--- config.mk ---
export PLATFORM = sky130hd
export DESIGN_NAME = dpio_top
export DESIGN_NICKNAME = d
export VERILOG_FILES = /design/src/dpio_pkg.sv /design/src/dpio_pwm_if.sv /design/src/dpio_pwm_dec.sv /design/src/dpio_top.sv
export SDC_FILE = /design/constraint.sdc
export NUM_CORES = 1
export LEC_CHECK = 0
export ABC_AREA = 1
export BUFFER_PORTS_ARGS = -buffer_cell sky130_fd_sc_hd__buf_2
export CAP_MARGIN = 20
export CORE_MARGIN = 4
export CORE_UTILIZATION = 56
export CTS_BUF_LIST = sky130_fd_sc_hd__clkbuf_2 sky130_fd_sc_hd__clkbuf_4 sky130_fd_sc_hd__clkbuf_8
export DETAILED_ROUTE_END_ITERATION = 10
export PLACE_DENSITY_LB_ADDON = 0.25
export SLEW_MARGIN = 20
export SYNTH_ARGS = -nofsm -noshare
export SYNTH_HDL_FRONTEND = slang
export SYNTH_SLANG_ARGS = --single-unit
--- constraint.sdc ---
create_clock -name clk_i -period 2.7 [get_ports clk_i]
set_input_delay 0.27 -clock clk_i [delete_from_list [all_inputs] [get_ports clk_i]]
set_output_delay 0.27 -clock clk_i [all_outputs]
set_load 0.02 [all_outputs]
--- src/dpio_pkg.sv ---
// dpio_pkg: constants for the two-pin configuration register and pulse decoder
// assumes a single master clock and a 16-bit register port with 8-bit addresses
package dpio_pkg;
    localparam int          DPIO_CLK_PERIOD_NS = 50;
    localparam logic [7:0]  DPIO_CFG_ADDR      = 8'h81;
    localparam logic [15:0] DPIO_CFG_RESET     = 16'h8000;
    // field positions inside pin_pair_config
    localparam int DPIO_RSVD_BIT    = 15;
    localparam int DPIO_SPARE_HI_MS = 14;
    localparam int DPIO_SPARE_HI_LS = 12;
    localparam int DPIO_FMT1_BIT    = 11;
    localparam int DPIO_FMT0_BIT    = 10;
    localparam int DPIO_DIR1_BIT    = 9;
    localparam int DPIO_DIR0_BIT    = 8;
    localparam int DPIO_TB1_LS      = 6;
    localparam int DPIO_TB0_LS      = 4;
    localparam int DPIO_SPARE_LO_MS = 3;
    localparam int DPIO_SPARE_LO_LS = 2;
    localparam int DPIO_DAT1_BIT    = 1;
    localparam int DPIO_DAT0_BIT    = 0;
    // time base in master-clock periods per code
    localparam logic [10:0] DPIO_TB_CODE0 = 11'h010;
    localparam logic [10:0] DPIO_TB_CODE1 = 11'h040;
    localparam logic [10:0] DPIO_TB_CODE2 = 11'h100;
    localparam logic [10:0] DPIO_TB_CODE3 = 11'h400;
    localparam int          DPIO_CNT_W    = 8;
endpackage : dpio_pkg

--- src/dpio_pwm_if.sv ---
// dpio_pwm_if: carries one pin's sampled level and time-base setup to its decoder
// assumes both ends sit on the same master clock
`timescale 1ns/10ps
`default_nettype none
interface dpio_pwm_if;
    logic       level;   // synchronised pin level
    logic [1:0] tb_sel;  // time base code
    logic       enable;  // decoding active
    logic       decoded; // decoded logic level
    modport dec  (input level, tb_sel, enable, output decoded);
    modport host (output level, tb_sel, enable, input decoded);
endinterface : dpio_pwm_if
`default_nettype wire

--- src/dpio_pwm_dec.sv ---
// dpio_pwm_dec: measures high and low time of a pulse-width input in time-base units
// assumes its level input is already synchronised to clk_i
`timescale 1ns/10ps
`default_nettype none
module dpio_pwm_dec
    import dpio_pkg::*;
#(
    parameter int CNT_W = DPIO_CNT_W
)(
    input  wire logic  clk_i,   // master clock
    input  wire logic  reset_i, // async reset, high
    dpio_pwm_if.dec    pif      // pin link
);
    logic [10:0]      div_q;
    logic [10:0]      tb_len;
    logic             tick;
    logic             prev_q;
    logic [CNT_W-1:0] hi_q;
    logic [CNT_W-1:0] lo_q;
    logic             dec_q;
    logic             rise;
    logic             hi_full;
    logic             lo_full;

    // time base selection and tick decode
    assign tb_len  = (pif.tb_sel == 2'h0) ? DPIO_TB_CODE0 :
                     (pif.tb_sel == 2'h1) ? DPIO_TB_CODE1 :
                     (pif.tb_sel == 2'h2) ? DPIO_TB_CODE2 : DPIO_TB_CODE3; // RULE7
    // a shorter base chosen mid-count wraps at once instead of running to the top
    assign tick    = pif.enable && (div_q >= tb_len - 11'h001);
    assign rise    = pif.level && !prev_q;
    assign hi_full = &hi_q;
    assign lo_full = &lo_q;
    assign pif.decoded = dec_q;

    // divider restarts whenever decoding is off so timing is fresh on enable
    always_ff @(posedge clk_i or posedge reset_i)
    begin
        if (reset_i)
            div_q <= 11'h000;
        else if (!pif.enable || tick)
            div_q <= 11'h000;
        else
            div_q <= div_q + 11'h001;
    end

    // high and low counts in time-base units, period closes on a rising edge
    always_ff @(posedge clk_i or posedge reset_i)
    begin
        if (reset_i)
        begin
            prev_q <= 1'b0;
            hi_q   <= '0;
            lo_q   <= '0;
            dec_q  <= 1'b0;
        end
        else
        begin
            prev_q <= pif.level;
            if (!pif.enable)
            begin
                hi_q <= '0;
                lo_q <= '0;
            end
            else if (rise)
            begin
                // longer high than low means logic high
                dec_q <= (hi_q > lo_q); // RULE11 RULE10
                hi_q  <= '0;
                lo_q  <= '0;
            end
            else if (tick)
            begin
                if (pif.level && !hi_full)
                    hi_q <= hi_q + CNT_W'(1); // RULE11
                else if (!pif.level && !lo_full)
                    lo_q <= lo_q + CNT_W'(1); // RULE11
                // a saturated level with no edge counts as static
                if (pif.level && hi_full)
                    dec_q <= 1'b1;
                else if (!pif.level && lo_full)
                    dec_q <= 1'b0;
            end
        end
    end

    AST_TB_TICK: assert property (@(posedge clk_i) disable iff (reset_i) // RULE7
        (pif.enable && $past(pif.enable) && $stable(pif.tb_sel)) |-> div_q < tb_len)
        else $error("time base divider ran past its period");
    AST_COUNT_ON_TICK: assert property (@(posedge clk_i) disable iff (reset_i) // RULE11
        (pif.enable && !rise && !tick && $past(pif.enable)) |=> $stable(hi_q) && $stable(lo_q))
        else $error("duration counted without a time base tick");
    AST_CLASSIFY: assert property (@(posedge clk_i) disable iff (reset_i) // RULE10
        (pif.enable && rise) |=> dec_q == ($past(hi_q) > $past(lo_q)))
        else $error("period classified against wrong counts");
endmodule : dpio_pwm_dec
`default_nettype wire

--- src/dpio_top.sv ---
// dpio_top: pin_pair_config register and logic for two general pins
// assumes a 16-bit register port on clk_i and raw asynchronous pin inputs
// pins: enable high while the block drives, drive value low when not driving
// Function
// RULE1: register at 81h resets to 8000h; bit 15 always reads one
// RULE2: spare bits 14:12 and 3:2 are plain storage with no effect
// RULE3: direction bit zero makes pin input, one makes it output
// RULE4: input with format zero takes its level from the static pin
// RULE5: input with format one takes its level from pulse-width decoding
// RULE6: outputs drive static levels only, never a pulse waveform
// RULE7: two-bit code selects 16, 64, 256 or 1024 clock time base
// RULE8: output pin follows its data bit, low for zero, high for one
// RULE9: data bit of an input pin is stored but does not drive
// RULE10: period is high plus low count times base; high time is high count
// RULE11: decoder counts high and low time in base units, classifies each period
`timescale 1ns/10ps
`default_nettype none
module dpio_top
    import dpio_pkg::*;
(
    input  wire logic        clk_i,       // master clock, 20 MHz
    input  wire logic        reset_i,     // async reset, high
    input  wire logic [7:0]  reg_addr_i,  // register address
    input  wire logic        reg_wr_i,    // write strobe
    input  wire logic [15:0] reg_wdata_i, // write data
    input  wire logic        reg_rd_i,    // read strobe
    output logic      [15:0] reg_rdata_o, // read data, one cycle after strobe
    input  wire logic [1:0]  pin_in_i,    // pin levels, asynchronous
    output logic      [1:0]  pin_out_o,   // pin drive value
    output logic      [1:0]  pin_oe_o,    // pin drive enable
    output logic      [1:0]  pin_level_o  // logic level seen per pin
);
    logic [14:0] cfg_q;
    logic [15:0] cfg_view;
    logic [1:0]  sync1_q;
    logic [1:0]  sync2_q;
    logic [1:0]  dir;
    logic [1:0]  fmt;
    logic [1:0]  dat;
    logic [1:0]  dec;
    logic [1:0]  level_d;
    logic        hit;
    logic [15:0] rdata_d;
    logic [1:0]  pin_oe_d;
    logic [1:0]  pin_out_d;

    // decode of the register and its fields
    assign hit      = (reg_addr_i == DPIO_CFG_ADDR);
    assign cfg_view = {1'b1, cfg_q}; // RULE1
    assign rdata_d  = (reg_rd_i && hit) ? cfg_view : 16'h0000;
    assign dir      = {cfg_q[DPIO_DIR1_BIT], cfg_q[DPIO_DIR0_BIT]};
    assign fmt      = {cfg_q[DPIO_FMT1_BIT], cfg_q[DPIO_FMT0_BIT]};
    assign dat      = {cfg_q[DPIO_DAT1_BIT], cfg_q[DPIO_DAT0_BIT]};

    // next pin drive: only the direction and data bits reach the pins
    assign pin_oe_d  = dir;       // RULE3
    assign pin_out_d = dir & dat; // RULE6 RULE8 RULE9

    // store of bits 14:0; spares are kept as plain storage and drive nothing
    always_ff @(posedge clk_i or posedge reset_i)
    begin
        if (reset_i)
            cfg_q <= DPIO_CFG_RESET[14:0]; // RULE1
        else if (reg_wr_i && hit)
            cfg_q <= reg_wdata_i[14:0]; // RULE2
    end

    // read data from a flop; unmapped addresses read zero
    // the flop also keeps the read mux off the output timing path
    always_ff @(posedge clk_i or posedge reset_i)
    begin
        if (reset_i)
            reg_rdata_o <= 16'h0000;
        else
            reg_rdata_o <= rdata_d;
    end

    // two-stage synchroniser for the asynchronous pins
    // only the second stage feeds logic; the decoder edge flop sits after it
    always_ff @(posedge clk_i or posedge reset_i)
    begin
        if (reset_i)
        begin
            sync1_q <= 2'h0;
            sync2_q <= 2'h0;
        end
        else
        begin
            sync1_q <= pin_in_i;
            sync2_q <= sync1_q;
        end
    end

    // per-pin decoder and level selection
    // each pin has its own decoder, so the two time bases stay independent
    genvar g;
    generate
        for (g = 0; g < 2; g++)
        begin : g_pin
            dpio_pwm_if pif ();
            assign pif.level  = sync2_q[g];
            assign pif.tb_sel = (g == 1) ? cfg_q[DPIO_TB1_LS+1:DPIO_TB1_LS] // RULE7
                                         : cfg_q[DPIO_TB0_LS+1:DPIO_TB0_LS];
            assign pif.enable = !dir[g] && fmt[g];
            assign dec[g]     = pif.decoded;
            // static sampling or decoded level; an output reads back its own drive
            assign level_d[g] = dir[g] ? dat[g] :
                                fmt[g] ? dec[g] : sync2_q[g]; // RULE4 RULE5
            dpio_pwm_dec u_dec (
                .clk_i   (clk_i),
                .reset_i (reset_i),
                .pif     (pif)
            );
        end
    endgenerate

    // drive enable straight from a flop; high while the block drives the pin
    always_ff @(posedge clk_i or posedge reset_i)
    begin
        if (reset_i)
            pin_oe_o <= 2'h0;
        else
            pin_oe_o <= pin_oe_d; // RULE3
    end

    // drive value; the data bit gated by direction sets it, so no waveform can reach a pin
    always_ff @(posedge clk_i or posedge reset_i)
    begin
        if (reset_i)
            pin_out_o <= 2'h0;
        else
            pin_out_o <= pin_out_d; // RULE8 RULE6 RULE9
    end

    // reported level, one flop after the selection
    always_ff @(posedge clk_i or posedge reset_i)
    begin
        if (reset_i)
            pin_level_o <= 2'h0;
        else
            pin_level_o <= level_d;
    end

    // register port and per-pin checks
    AST_RESERVED_ONE: assert property (@(posedge clk_i) disable iff (reset_i) // RULE1
        (reg_rd_i && hit) |=> reg_rdata_o[15] && reg_rdata_o[14:0] == $past(cfg_q))
        else $error("register read back wrong or reserved bit not one");
    AST_SPARE_STORE: assert property (@(posedge clk_i) disable iff (reset_i) // RULE2
        (reg_wr_i && hit) |=> cfg_q[14:12] == $past(reg_wdata_i[14:12])
                              && cfg_q[3:2] == $past(reg_wdata_i[3:2]))
        else $error("spare bits not stored");
    AST_DIR_ENABLE: assert property (@(posedge clk_i) disable iff (reset_i) // RULE3
        ##1 pin_oe_o == $past(dir))
        else $error("drive enable does not follow direction");
    AST_STATIC_IN: assert property (@(posedge clk_i) disable iff (reset_i) // RULE4
        (!dir[0] && !fmt[0]) |=> pin_level_o[0] == $past(sync2_q[0]))
        else $error("static input level not taken from pin");
    AST_PULSE_IN: assert property (@(posedge clk_i) disable iff (reset_i) // RULE5
        (!dir[1] && fmt[1]) |=> pin_level_o[1] == $past(dec[1]))
        else $error("pulse input level not taken from decoder");
    AST_NO_WAVE: assert property (@(posedge clk_i) disable iff (reset_i) // RULE6
        (dir[0] && $stable(dat[0]) && $past(dir[0])) |=> $stable(pin_out_o[0]))
        else $error("output toggled without a data change");
    AST_OUT_DATA: assert property (@(posedge clk_i) disable iff (reset_i) // RULE8
        dir[1] |=> pin_oe_o[1] && pin_out_o[1] == $past(dat[1]))
        else $error("output level does not match data bit");
    AST_IN_NO_DRIVE: assert property (@(posedge clk_i) disable iff (reset_i) // RULE9
        (!dir[0] && dat[0]) |=> !pin_oe_o[0] && !pin_out_o[0])
        else $error("input pin driven by its data bit");

    // register port: refused accesses leave no trace, spare-only writes leave the pin drive alone
    AST_RDATA_IDLE: assert property (@(posedge clk_i) disable iff (reset_i) // RULE1
        !(reg_rd_i && hit) |=> reg_rdata_o == 16'h0000)
        else $error("read data shown without a read of the register");
    AST_WR_OTHER: assert property (@(posedge clk_i) disable iff (reset_i) // RULE1
        !(reg_wr_i && hit) |=> cfg_q == $past(cfg_q))
        else $error("register changed without a write to its address");
    AST_SPARE_NONE: assert property (@(posedge clk_i) disable iff (reset_i) // RULE2
        (reg_wr_i && hit && ((reg_wdata_i ^ cfg_view) & 16'h0FF3) == 16'h0000)
        |=> ##1 $stable(pin_oe_o) && $stable(pin_out_o))
        else $error("spare bits changed the pin drive");

    // the same pin checks for the other pin of the pair
    AST_STATIC_IN1: assert property (@(posedge clk_i) disable iff (reset_i) // RULE4
        (!dir[1] && !fmt[1]) |=> pin_level_o[1] == $past(sync2_q[1]))
        else $error("static input level not taken from pin");
    AST_PULSE_IN0: assert property (@(posedge clk_i) disable iff (reset_i) // RULE5
        (!dir[0] && fmt[0]) |=> pin_level_o[0] == $past(dec[0]))
        else $error("pulse input level not taken from decoder");
    AST_NO_WAVE1: assert property (@(posedge clk_i) disable iff (reset_i) // RULE6
        (dir[1] && $stable(dat[1]) && $past(dir[1])) |=> $stable(pin_out_o[1]))
        else $error("output toggled without a data change");
    AST_OUT_DATA0: assert property (@(posedge clk_i) disable iff (reset_i) // RULE8
        dir[0] |=> pin_oe_o[0] && pin_out_o[0] == $past(dat[0]))
        else $error("output level does not match data bit");
    AST_IN_NO_DRIVE1: assert property (@(posedge clk_i) disable iff (reset_i) // RULE9
        (!dir[1] && dat[1]) |=> !pin_oe_o[1] && !pin_out_o[1])
        else $error("input pin driven by its data bit");

    // an output reports its own data bit; a pin not driven keeps its drive value low
    AST_OUT_LEVEL0: assert property (@(posedge clk_i) disable iff (reset_i) // RULE8
        dir[0] |=> pin_level_o[0] == $past(dat[0]))
        else $error("output pin level does not follow its data bit");
    AST_OUT_LEVEL1: assert property (@(posedge clk_i) disable iff (reset_i) // RULE8
        dir[1] |=> pin_level_o[1] == $past(dat[1]))
        else $error("output pin level does not follow its data bit");
    AST_OE_OUT0: assert property (@(posedge clk_i) disable iff (reset_i) // RULE9
        !pin_oe_o[0] |-> !pin_out_o[0])
        else $error("drive value high while the pin is not driven");
    AST_OE_OUT1: assert property (@(posedge clk_i) disable iff (reset_i) // RULE9
        !pin_oe_o[1] |-> !pin_out_o[1])
        else $error("drive value high while the pin is not driven");

    // a decoder that is not selected holds its counts cleared
    AST_DEC_OFF0: assert property (@(posedge clk_i) disable iff (reset_i) // RULE5
        (dir[0] || !fmt[0]) |=> g_pin[0].u_dec.hi_q == '0 && g_pin[0].u_dec.lo_q == '0)
        else $error("pulse decoder counting while not selected");
    AST_DEC_OFF1: assert property (@(posedge clk_i) disable iff (reset_i) // RULE5
        (dir[1] || !fmt[1]) |=> g_pin[1].u_dec.hi_q == '0 && g_pin[1].u_dec.lo_q == '0)
        else $error("pulse decoder counting while not selected");
endmodule : dpio_top
`default_nettype wire

# --- Word-level counts from Yosys, hierarchy flattened ---
# Index checks and enable logic that the tools add are counted.
totals:
  register_bits: 99
  inputBits: 30
op_classes:
  n_addsub: 8
  magnitude_cmp: 4
  n_eq_ne: 13
  n_mux: 39
  n_bitwise: 1
  n_reduce_logical: 46
ops:
  columns: ["operator", "n"]
  rows:
  - ["two-way mux 8 bit", 18]
  - ["two-way mux 11 bit", 8]
  - ["adder 8 x 1 -> 8 bit, second input constant", 4]
  - ["AND reduction 8 bit", 4]
  - ["inequality test 3 bit, second input constant", 8]
  - ["adder 11 x 1 -> 11 bit, second input constant", 2]
  - ["greater-or-equal comparator 11 bit", 2]
  - ["subtractor 11 x 1 -> 11 bit, second input constant", 2]
  - ["> comparator 8 bit", 2]
  - ["logical AND 1 bit", 16]
  - ["two-way mux 16 bit", 1]
  - ["logical NOT 1 bit", 12]
  - ["two-way mux 1 bit", 12]
  - ["AND reduction 3 bit", 4]
  - ["equality test 8 bit, second input constant", 1]
  - ["nonzero test 3 bit", 2]
  - ["equality test 2 x 1 -> 1 bit, second input constant", 2]
  - ["equality test 2 bit, second input constant", 2]
  - ["logical NOT 2 bit", 2]
  - ["AND reduction 2 bit", 2]
  - ["nonzero test 2 bit", 2]
  - ["AND 2 bit", 1]
  - ["logical OR 1 bit", 2]

# --- Depth between registers and ports, before layout ---
logic_depth:
  depth_word: 10
  mapped_depth: 14
  ltp_nobuf: 14

# --- Modules after synthesis ---
# Synthesis repeated with hierarchy kept, for this count alone.
unflattened:
  hier_cells: 710
  area_unflattened_um2: 5686.7
by_module_without_submodules:
  columns: ["module", "instances", "cells_each", "area_per_inst_um2"]
  rows:
  - ["dpio_pwm_dec", 2, 280, 2087.0]
  - ["dpio_top", 1, 150, 1512.7]

# --- Least setup slack after synthesis ---
# No wires, ideal clock.
synth_path:
  path_type: "register to register"
  startpoint: "register cfg_q[5]"
  endpoint: "register g_pin[0].u_dec.lo_q[3]"
  setup_ns: 0.072
  t_arrival_ns: 1.714
  t_required_ns: 2.628
  setup_slack_ns: 0.913
  stages_incl_launch_ff: 11
  n_path_buf: 1
  synth_period_minus_slack_ns: 1.787
  path_cell_list: "dfrtp_1 -> nand2_1 -> ha_1 -> a21oi_1 -> o21ai_0 -> nor2_1 -> nand3_4 -> buf_4 -> nand4_1 -> nand2_1 -> nor2_1"
synth_via:
  elab_chain_cells: 9
  elab_cells_between_ends: 11
  cone_classes: "add/sub (1); order compare (1); eq/ne (3); mux (3); reduce/logical (3)"
synth_rtl:
  columns: ["element", "line_no", "rtl"]
  rows:
  - ["start, declared", "dpio_top.sv:33", "logic [14:0] cfg_q;"]
  - ["start signal, assigned", "dpio_top.sv:63", "cfg_q <= DPIO_CFG_RESET[14:0];"]
  - ["start signal, assigned", "dpio_top.sv:65", "cfg_q <= reg_wdata_i[14:0];"]
  - ["equality test 2 bit", "dpio_pwm_dec.sv:28", "(pif.tb_sel == 2'h2) ? DPIO_TB_CODE2 : DPIO_TB_CODE3;"]
  - ["two-way mux 11 bit", "dpio_pwm_dec.sv:28", null]
  - ["two-way mux 11 bit", "dpio_pwm_dec.sv:27", "(pif.tb_sel == 2'h1) ? DPIO_TB_CODE1 :"]
  - ["two-way mux 11 bit (*)", "dpio_pwm_dec.sv:26", "assign tb_len = (pif.tb_sel == 2'h0) ? DPIO_TB_CODE0 :"]
  - ["subtractor 11 x 1 -> 11 bit (*)", "dpio_pwm_dec.sv:30", "assign tick = pif.enable && (div_q >= tb_len - 11'h001);"]
  - ["greater-or-equal comparator 11 bit (*)", "dpio_pwm_dec.sv:30", null]
  - ["logical AND 1 bit (*)", "dpio_pwm_dec.sv:30", null]
  - ["inequality test 3 bit (no line) (*)", null, null]
  - ["AND reduction 3 bit (no line) (*)", null, null]
  - ["end signal, assigned", "dpio_pwm_dec.sv:77", "lo_q <= lo_q + CNT_W'(1);"]
  - ["end, declared", "dpio_pwm_dec.sv:19", "logic [CNT_W-1:0] lo_q;"]
# Mark *: on every way between the ends. The rest lies on a longest branch, timed or not.
# A chain may end at the register's enable or synchronous reset.

# --- Worst setup path in the final report ---
layout_path:
  startpoint: "register cfg_q[5]"
  endpoint: "register g_pin[0].u_dec.hi_q[1]"
layout_via:
  elab_chain_cells: 9
  elab_cells_between_ends: 11
  cone_classes: "add/sub (1); order compare (1); eq/ne (3); mux (3); reduce/logical (3)"
layout_rtl:
  columns: ["element", "line_no", "rtl"]
  rows:
  - ["equality test 2 bit", "dpio_pwm_dec.sv:28", null]
  - ["two-way mux 11 bit", "dpio_pwm_dec.sv:28", null]
  - ["two-way mux 11 bit", "dpio_pwm_dec.sv:27", null]
  - ["two-way mux 11 bit (*)", "dpio_pwm_dec.sv:26", null]
  - ["subtractor 11 x 1 -> 11 bit (*)", "dpio_pwm_dec.sv:30", null]
  - ["greater-or-equal comparator 11 bit (*)", "dpio_pwm_dec.sv:30", null]
  - ["logical AND 1 bit (*)", "dpio_pwm_dec.sv:30", null]
  - ["inequality test 3 bit (no line) (*)", null, null]
  - ["AND reduction 2 bit (no line) (*)", null, null]
  - ["end signal, assigned", "dpio_pwm_dec.sv:75", "hi_q <= hi_q + CNT_W'(1);"]
  - ["end, declared", "dpio_pwm_dec.sv:18", "logic [CNT_W-1:0] hi_q;"]
# Marked as above.

==> results.sh <==
export IMPL_status="completed"
export IMPL_ys_flop_type="dfrtp_1"
export IMPL_criticalPathCategory="reg2reg"
export IMPL_place_hpwl_mm=8.03
export IMPL_relSlewSlack_pct=60.0
export IMPL_synth_top_cell_area_share_pct=45.4
export IMPL_finalWorstSetupSlack_ns=0.461
export IMPL_holdCritPathClass="in2reg"
export IMPL_finalHoldViolations=0
export IMPL_cp_end_kind="flip-flop"
export IMPL_antennaDiodeCount=0
export IMPL_grt_overflow_total=0
export IMPL_slew_violations=0
export IMPL_antenna_found_initial=0
export IMPL_fin_skew_ns=0.0140
export IMPL_nFillCells=801
export IMPL_drc=0
export IMPL_worstSetupStartpointType="flip-flop"
export IMPL_timing_final_crit_share_pct=82.9
export IMPL_drt_total_wl_mm=10.8
export IMPL_die_h_um=107
export IMPL_fin_crit_ns=2.24
export IMPL_syn_to_final_growth_pct=11.3
export IMPL_power_leakage_nw=3.05
export IMPL_row_count=35
export IMPL_grt_pass1_vias=4302
export IMPL_drive_gt1_share_pct=16.5
export IMPL_ys_ff_latch=99
export IMPL_grt_pass1_wl_mm=18.5
export IMPL_synthTopCellsByArea="dfrtp_1 45%, nand2_1 9.6%, ha_1 7.3%"
export IMPL_synth_top_area_cell="dfrtp_1"
export IMPL_dieArea_sq_um=11400
export IMPL_cts_setup_buffers=0
export IMPL_final_cells=849
export IMPL_dr_pass1_iters=4
export IMPL_dp_cells=830
export IMPL_clock_latency_ns=0.37
export IMPL_cts_sinks=99
export IMPL_postCtsHoldBufs=2
export IMPL_yosys_cell_types_count=39
export IMPL_crit_slowest_cell="dfrtp_1"
export IMPL_via_count=4459
export IMPL_ys_warn_count=0
export IMPL_start_util_pct=58.2
export IMPL_path_cells="nand2_1 > ha_1 > a21oi_1 > o21ai_0 > nor2_1 > nand3_4 > nand2_1 > nand2_1 > nand2_1 > nor2_1"
export IMPL_tightest_slew_ns=0.599
export IMPL_fin_setup_tns_ns=0
export IMPL_clock_path_buffers=2
export IMPL_syn_cell_area_sq_um=5450
export IMPL_port_buffers=50
export IMPL_core_sq_um=9370
export IMPL_htree_levels=3
export IMPL_die_w_um=107
export IMPL_grt_max_degree=47
export IMPL_synth_async_sr_flop_share_pct=100
export IMPL_critical_path_arrival_ns=2.50
export IMPL_postLayoutCoreUtil_pct=64.8
export IMPL_power_density_nw_per_um2=432
export IMPL_syn_avg_cell_area_sq_um=8.33
export IMPL_cts_root_buf="clkbuf_8"
export IMPL_setup_viol=0
export IMPL_slowest_delay_ns=0.50
export IMPL_crit_path_frequent_cell="nand2_1"
export IMPL_post_cts_resized=0
export IMPL_critPathMaxFanout=27
export IMPL_layout_nets=777
export IMPL_crit_required_ns=2.96
export IMPL_io_pins=52
export IMPL_cts_tree="yes"
export IMPL_ir_drop_v=0.000262
export IMPL_seq_area_frac_synth_pct=45.4
export IMPL_netlist_instances=655
export IMPL_clk_pin_slew_ns=0.10
export IMPL_whs_ns=0.124
export IMPL_synth_edf_count=0
export IMPL_pre_cts_ws_ns=0.488
export IMPL_detail_route_antenna_nets=0
export IMPL_cts_buffers=9
export IMPL_drt_iter0_markers=232
export IMPL_grt_setup_unrepaired="no"
export IMPL_grt_usage_pct=20.0
export IMPL_cap_violations=0
export IMPL_viasPerCell=5.25
export IMPL_fmax_mhz=447
export IMPL_wl_per_cell_um=12.7
export IMPL_gp_congestion=0.825
-- registers in the layout, indices dropped and copies added, names as in the netlist --
| register | count |
|---|---|
| g_pin.u_dec.prev_q | 2 |
| reg_rdata_o | 16 |
| pin_level_o | 2 |
| g_pin.u_dec.pif.decoded | 2 |
| sync2_q | 2 |
| pin_oe_o | 2 |
| g_pin.u_dec.div_q | 22 |
| sync1_q | 2 |
| pin_out_o | 2 |
| g_pin.u_dec.lo_q | 16 |
| g_pin.u_dec.hi_q | 16 |
| cfg_q | 15 |
-- per-layer routing --
| metal | vias to the layer above | share of wire, % | track usage [%] | wire (um) |
|---|---|---|---|---|
| li1 | 2229 | - | - | - |
| met1 | 2132 | 46 | 25.5 | 4960 |
| met5 | - | 0 | 0 | 0 |
| met2 | 86 | 49 | 34.4 | 5260 |
| met4 | 0 | 1.2 | 5.84 | 129 |
| met3 | 12 | 4.1 | 4.39 | 444 |
-- cell usage after synthesis (7+ instances only) --
cell type / instances
a21oi_1: 19
dfrtp_1: 99
ha_1: 32
inv_1: 102
mux2_4: 10
nand2_1: 139
nand3_1: 39
nand3_2: 9
nand4_1: 26
nor2_1: 91
nor2_2: 7
nor3_1: 16
o21ai_0: 9
-- critical path, delay by kind of cell, from the launching register on --
kind | cells | cell delay [ns]
and+or+nand+nor | 7 | 1.07
DFF | 1 | 0.50
adders and majority gates | 1 | 0.32
AOI/OAI and AO/OA | 2 | 0.22
-- report_power, final --
part | switching (W) | internal, W | total [W]
Sequential | 0.0000192 | 0.00150 | 0.00152
Combinational | 0.000102 | 0.0000592 | 0.000161
Clock | 0.000558 | 0.000382 | 0.000940
Total | 0.000679 | 0.00194 | 0.00262
-- path summary, 6_finish.rpt --
kind,cells past startpoint,slack (ns),from,end
worst max-delay path,10,0.46,cfg_q[5]$_DFFE_PP0P_,g_pin[0].u_dec.hi_q[1]$_DFFE_PP0P_
worst min-delay path,2,0.12,reg_wdata_i[5],cfg_q[5]$_DFFE_PP0P_
worst max register to register,10,0.46,cfg_q[5]$_DFFE_PP0P_,g_pin[0].u_dec.hi_q[1]$_DFFE_PP0P_
worst min register to register,0,0.36,sync1_q[1]$_DFF_PP0_,sync2_q[1]$_DFF_PP0_
max in group asynchronous,4,1.46,reset_i,pin_out_o[1]$_DFF_PP0_
min in group asynchronous,3,0.51,reset_i,g_pin[1].u_dec.hi_q[2]$_DFFE_PP0P_
-- cells by family (layout without fill, tap and decap cells) --
| logic type | count (synthesis) | in the layout | synth area share (%) |
|---|---|---|---|
| other cells | 1 | 2 | 0.0688 |
| xor+xnor | 4 | 4 | 0.642 |
| flops | 99 | 99 | 45.4 |
| buf+inv | 115 | 179 | 8.74 |
| simple gates | 354 | 354 | 30.5 |
| fa+ha+maj | 32 | 32 | 7.34 |
| mux | 15 | 15 | 3.79 |
| compound gates | 35 | 35 | 3.51 |
-- metrics by stage --
stage / cell area [sq um] / total power, W
after floorplan: 5460 / 0.00165
after global placement: 5840 / 0.00171
after detailed placement: 5840 / 0.00171
after CTS: 6060 / 0.00265
after global routing: 6070 / 0.00273
final: 6070 / 0.00262
-- placed cells by master, fill, tap and decap left out, types with 2 or more instances in the layout --
cell type,count
inv_1,101
conb_1,2
nor4_2,2
nor4_1,5
nand3_1,39
nor2_2,7
inv_8,2
nand3b_1,3
a21oi_1,19
nand2_2,3
nor3b_1,4
nor2_1,91
nor3_1,16
mux2_2,5
buf_4,5
mux2_4,10
nand4_1,26
nand3_2,9
nor3_2,4
a31oi_1,3
dlygate4sd3_1,3
nand2_1,139
clkbuf_8,10
clkinvlp_4,2
and3_1,2
o21ai_0,9
xor2_1,3
buf_2,50
inv_6,2
ha_1,32
a31o_2,2
dfrtp_1,99
-- layout make-up --
type / instances / area [sq um] / share of cell area [%]
Clock inverter: 6 / 56.3 / 0.928
Tap cell: 129 / 161 / 2.66
Inverter: 104 / 394 / 6.49
Timing Repair Buffer: 59 / 338 / 5.57
Multi-Input combinational cell: 442 / 2500 / 41.3
Clock buffer: 10 / 138 / 2.27
Sequential cell: 99 / 2480 / 40.8
No activity file was read; power rests on OpenSTA's default activity.
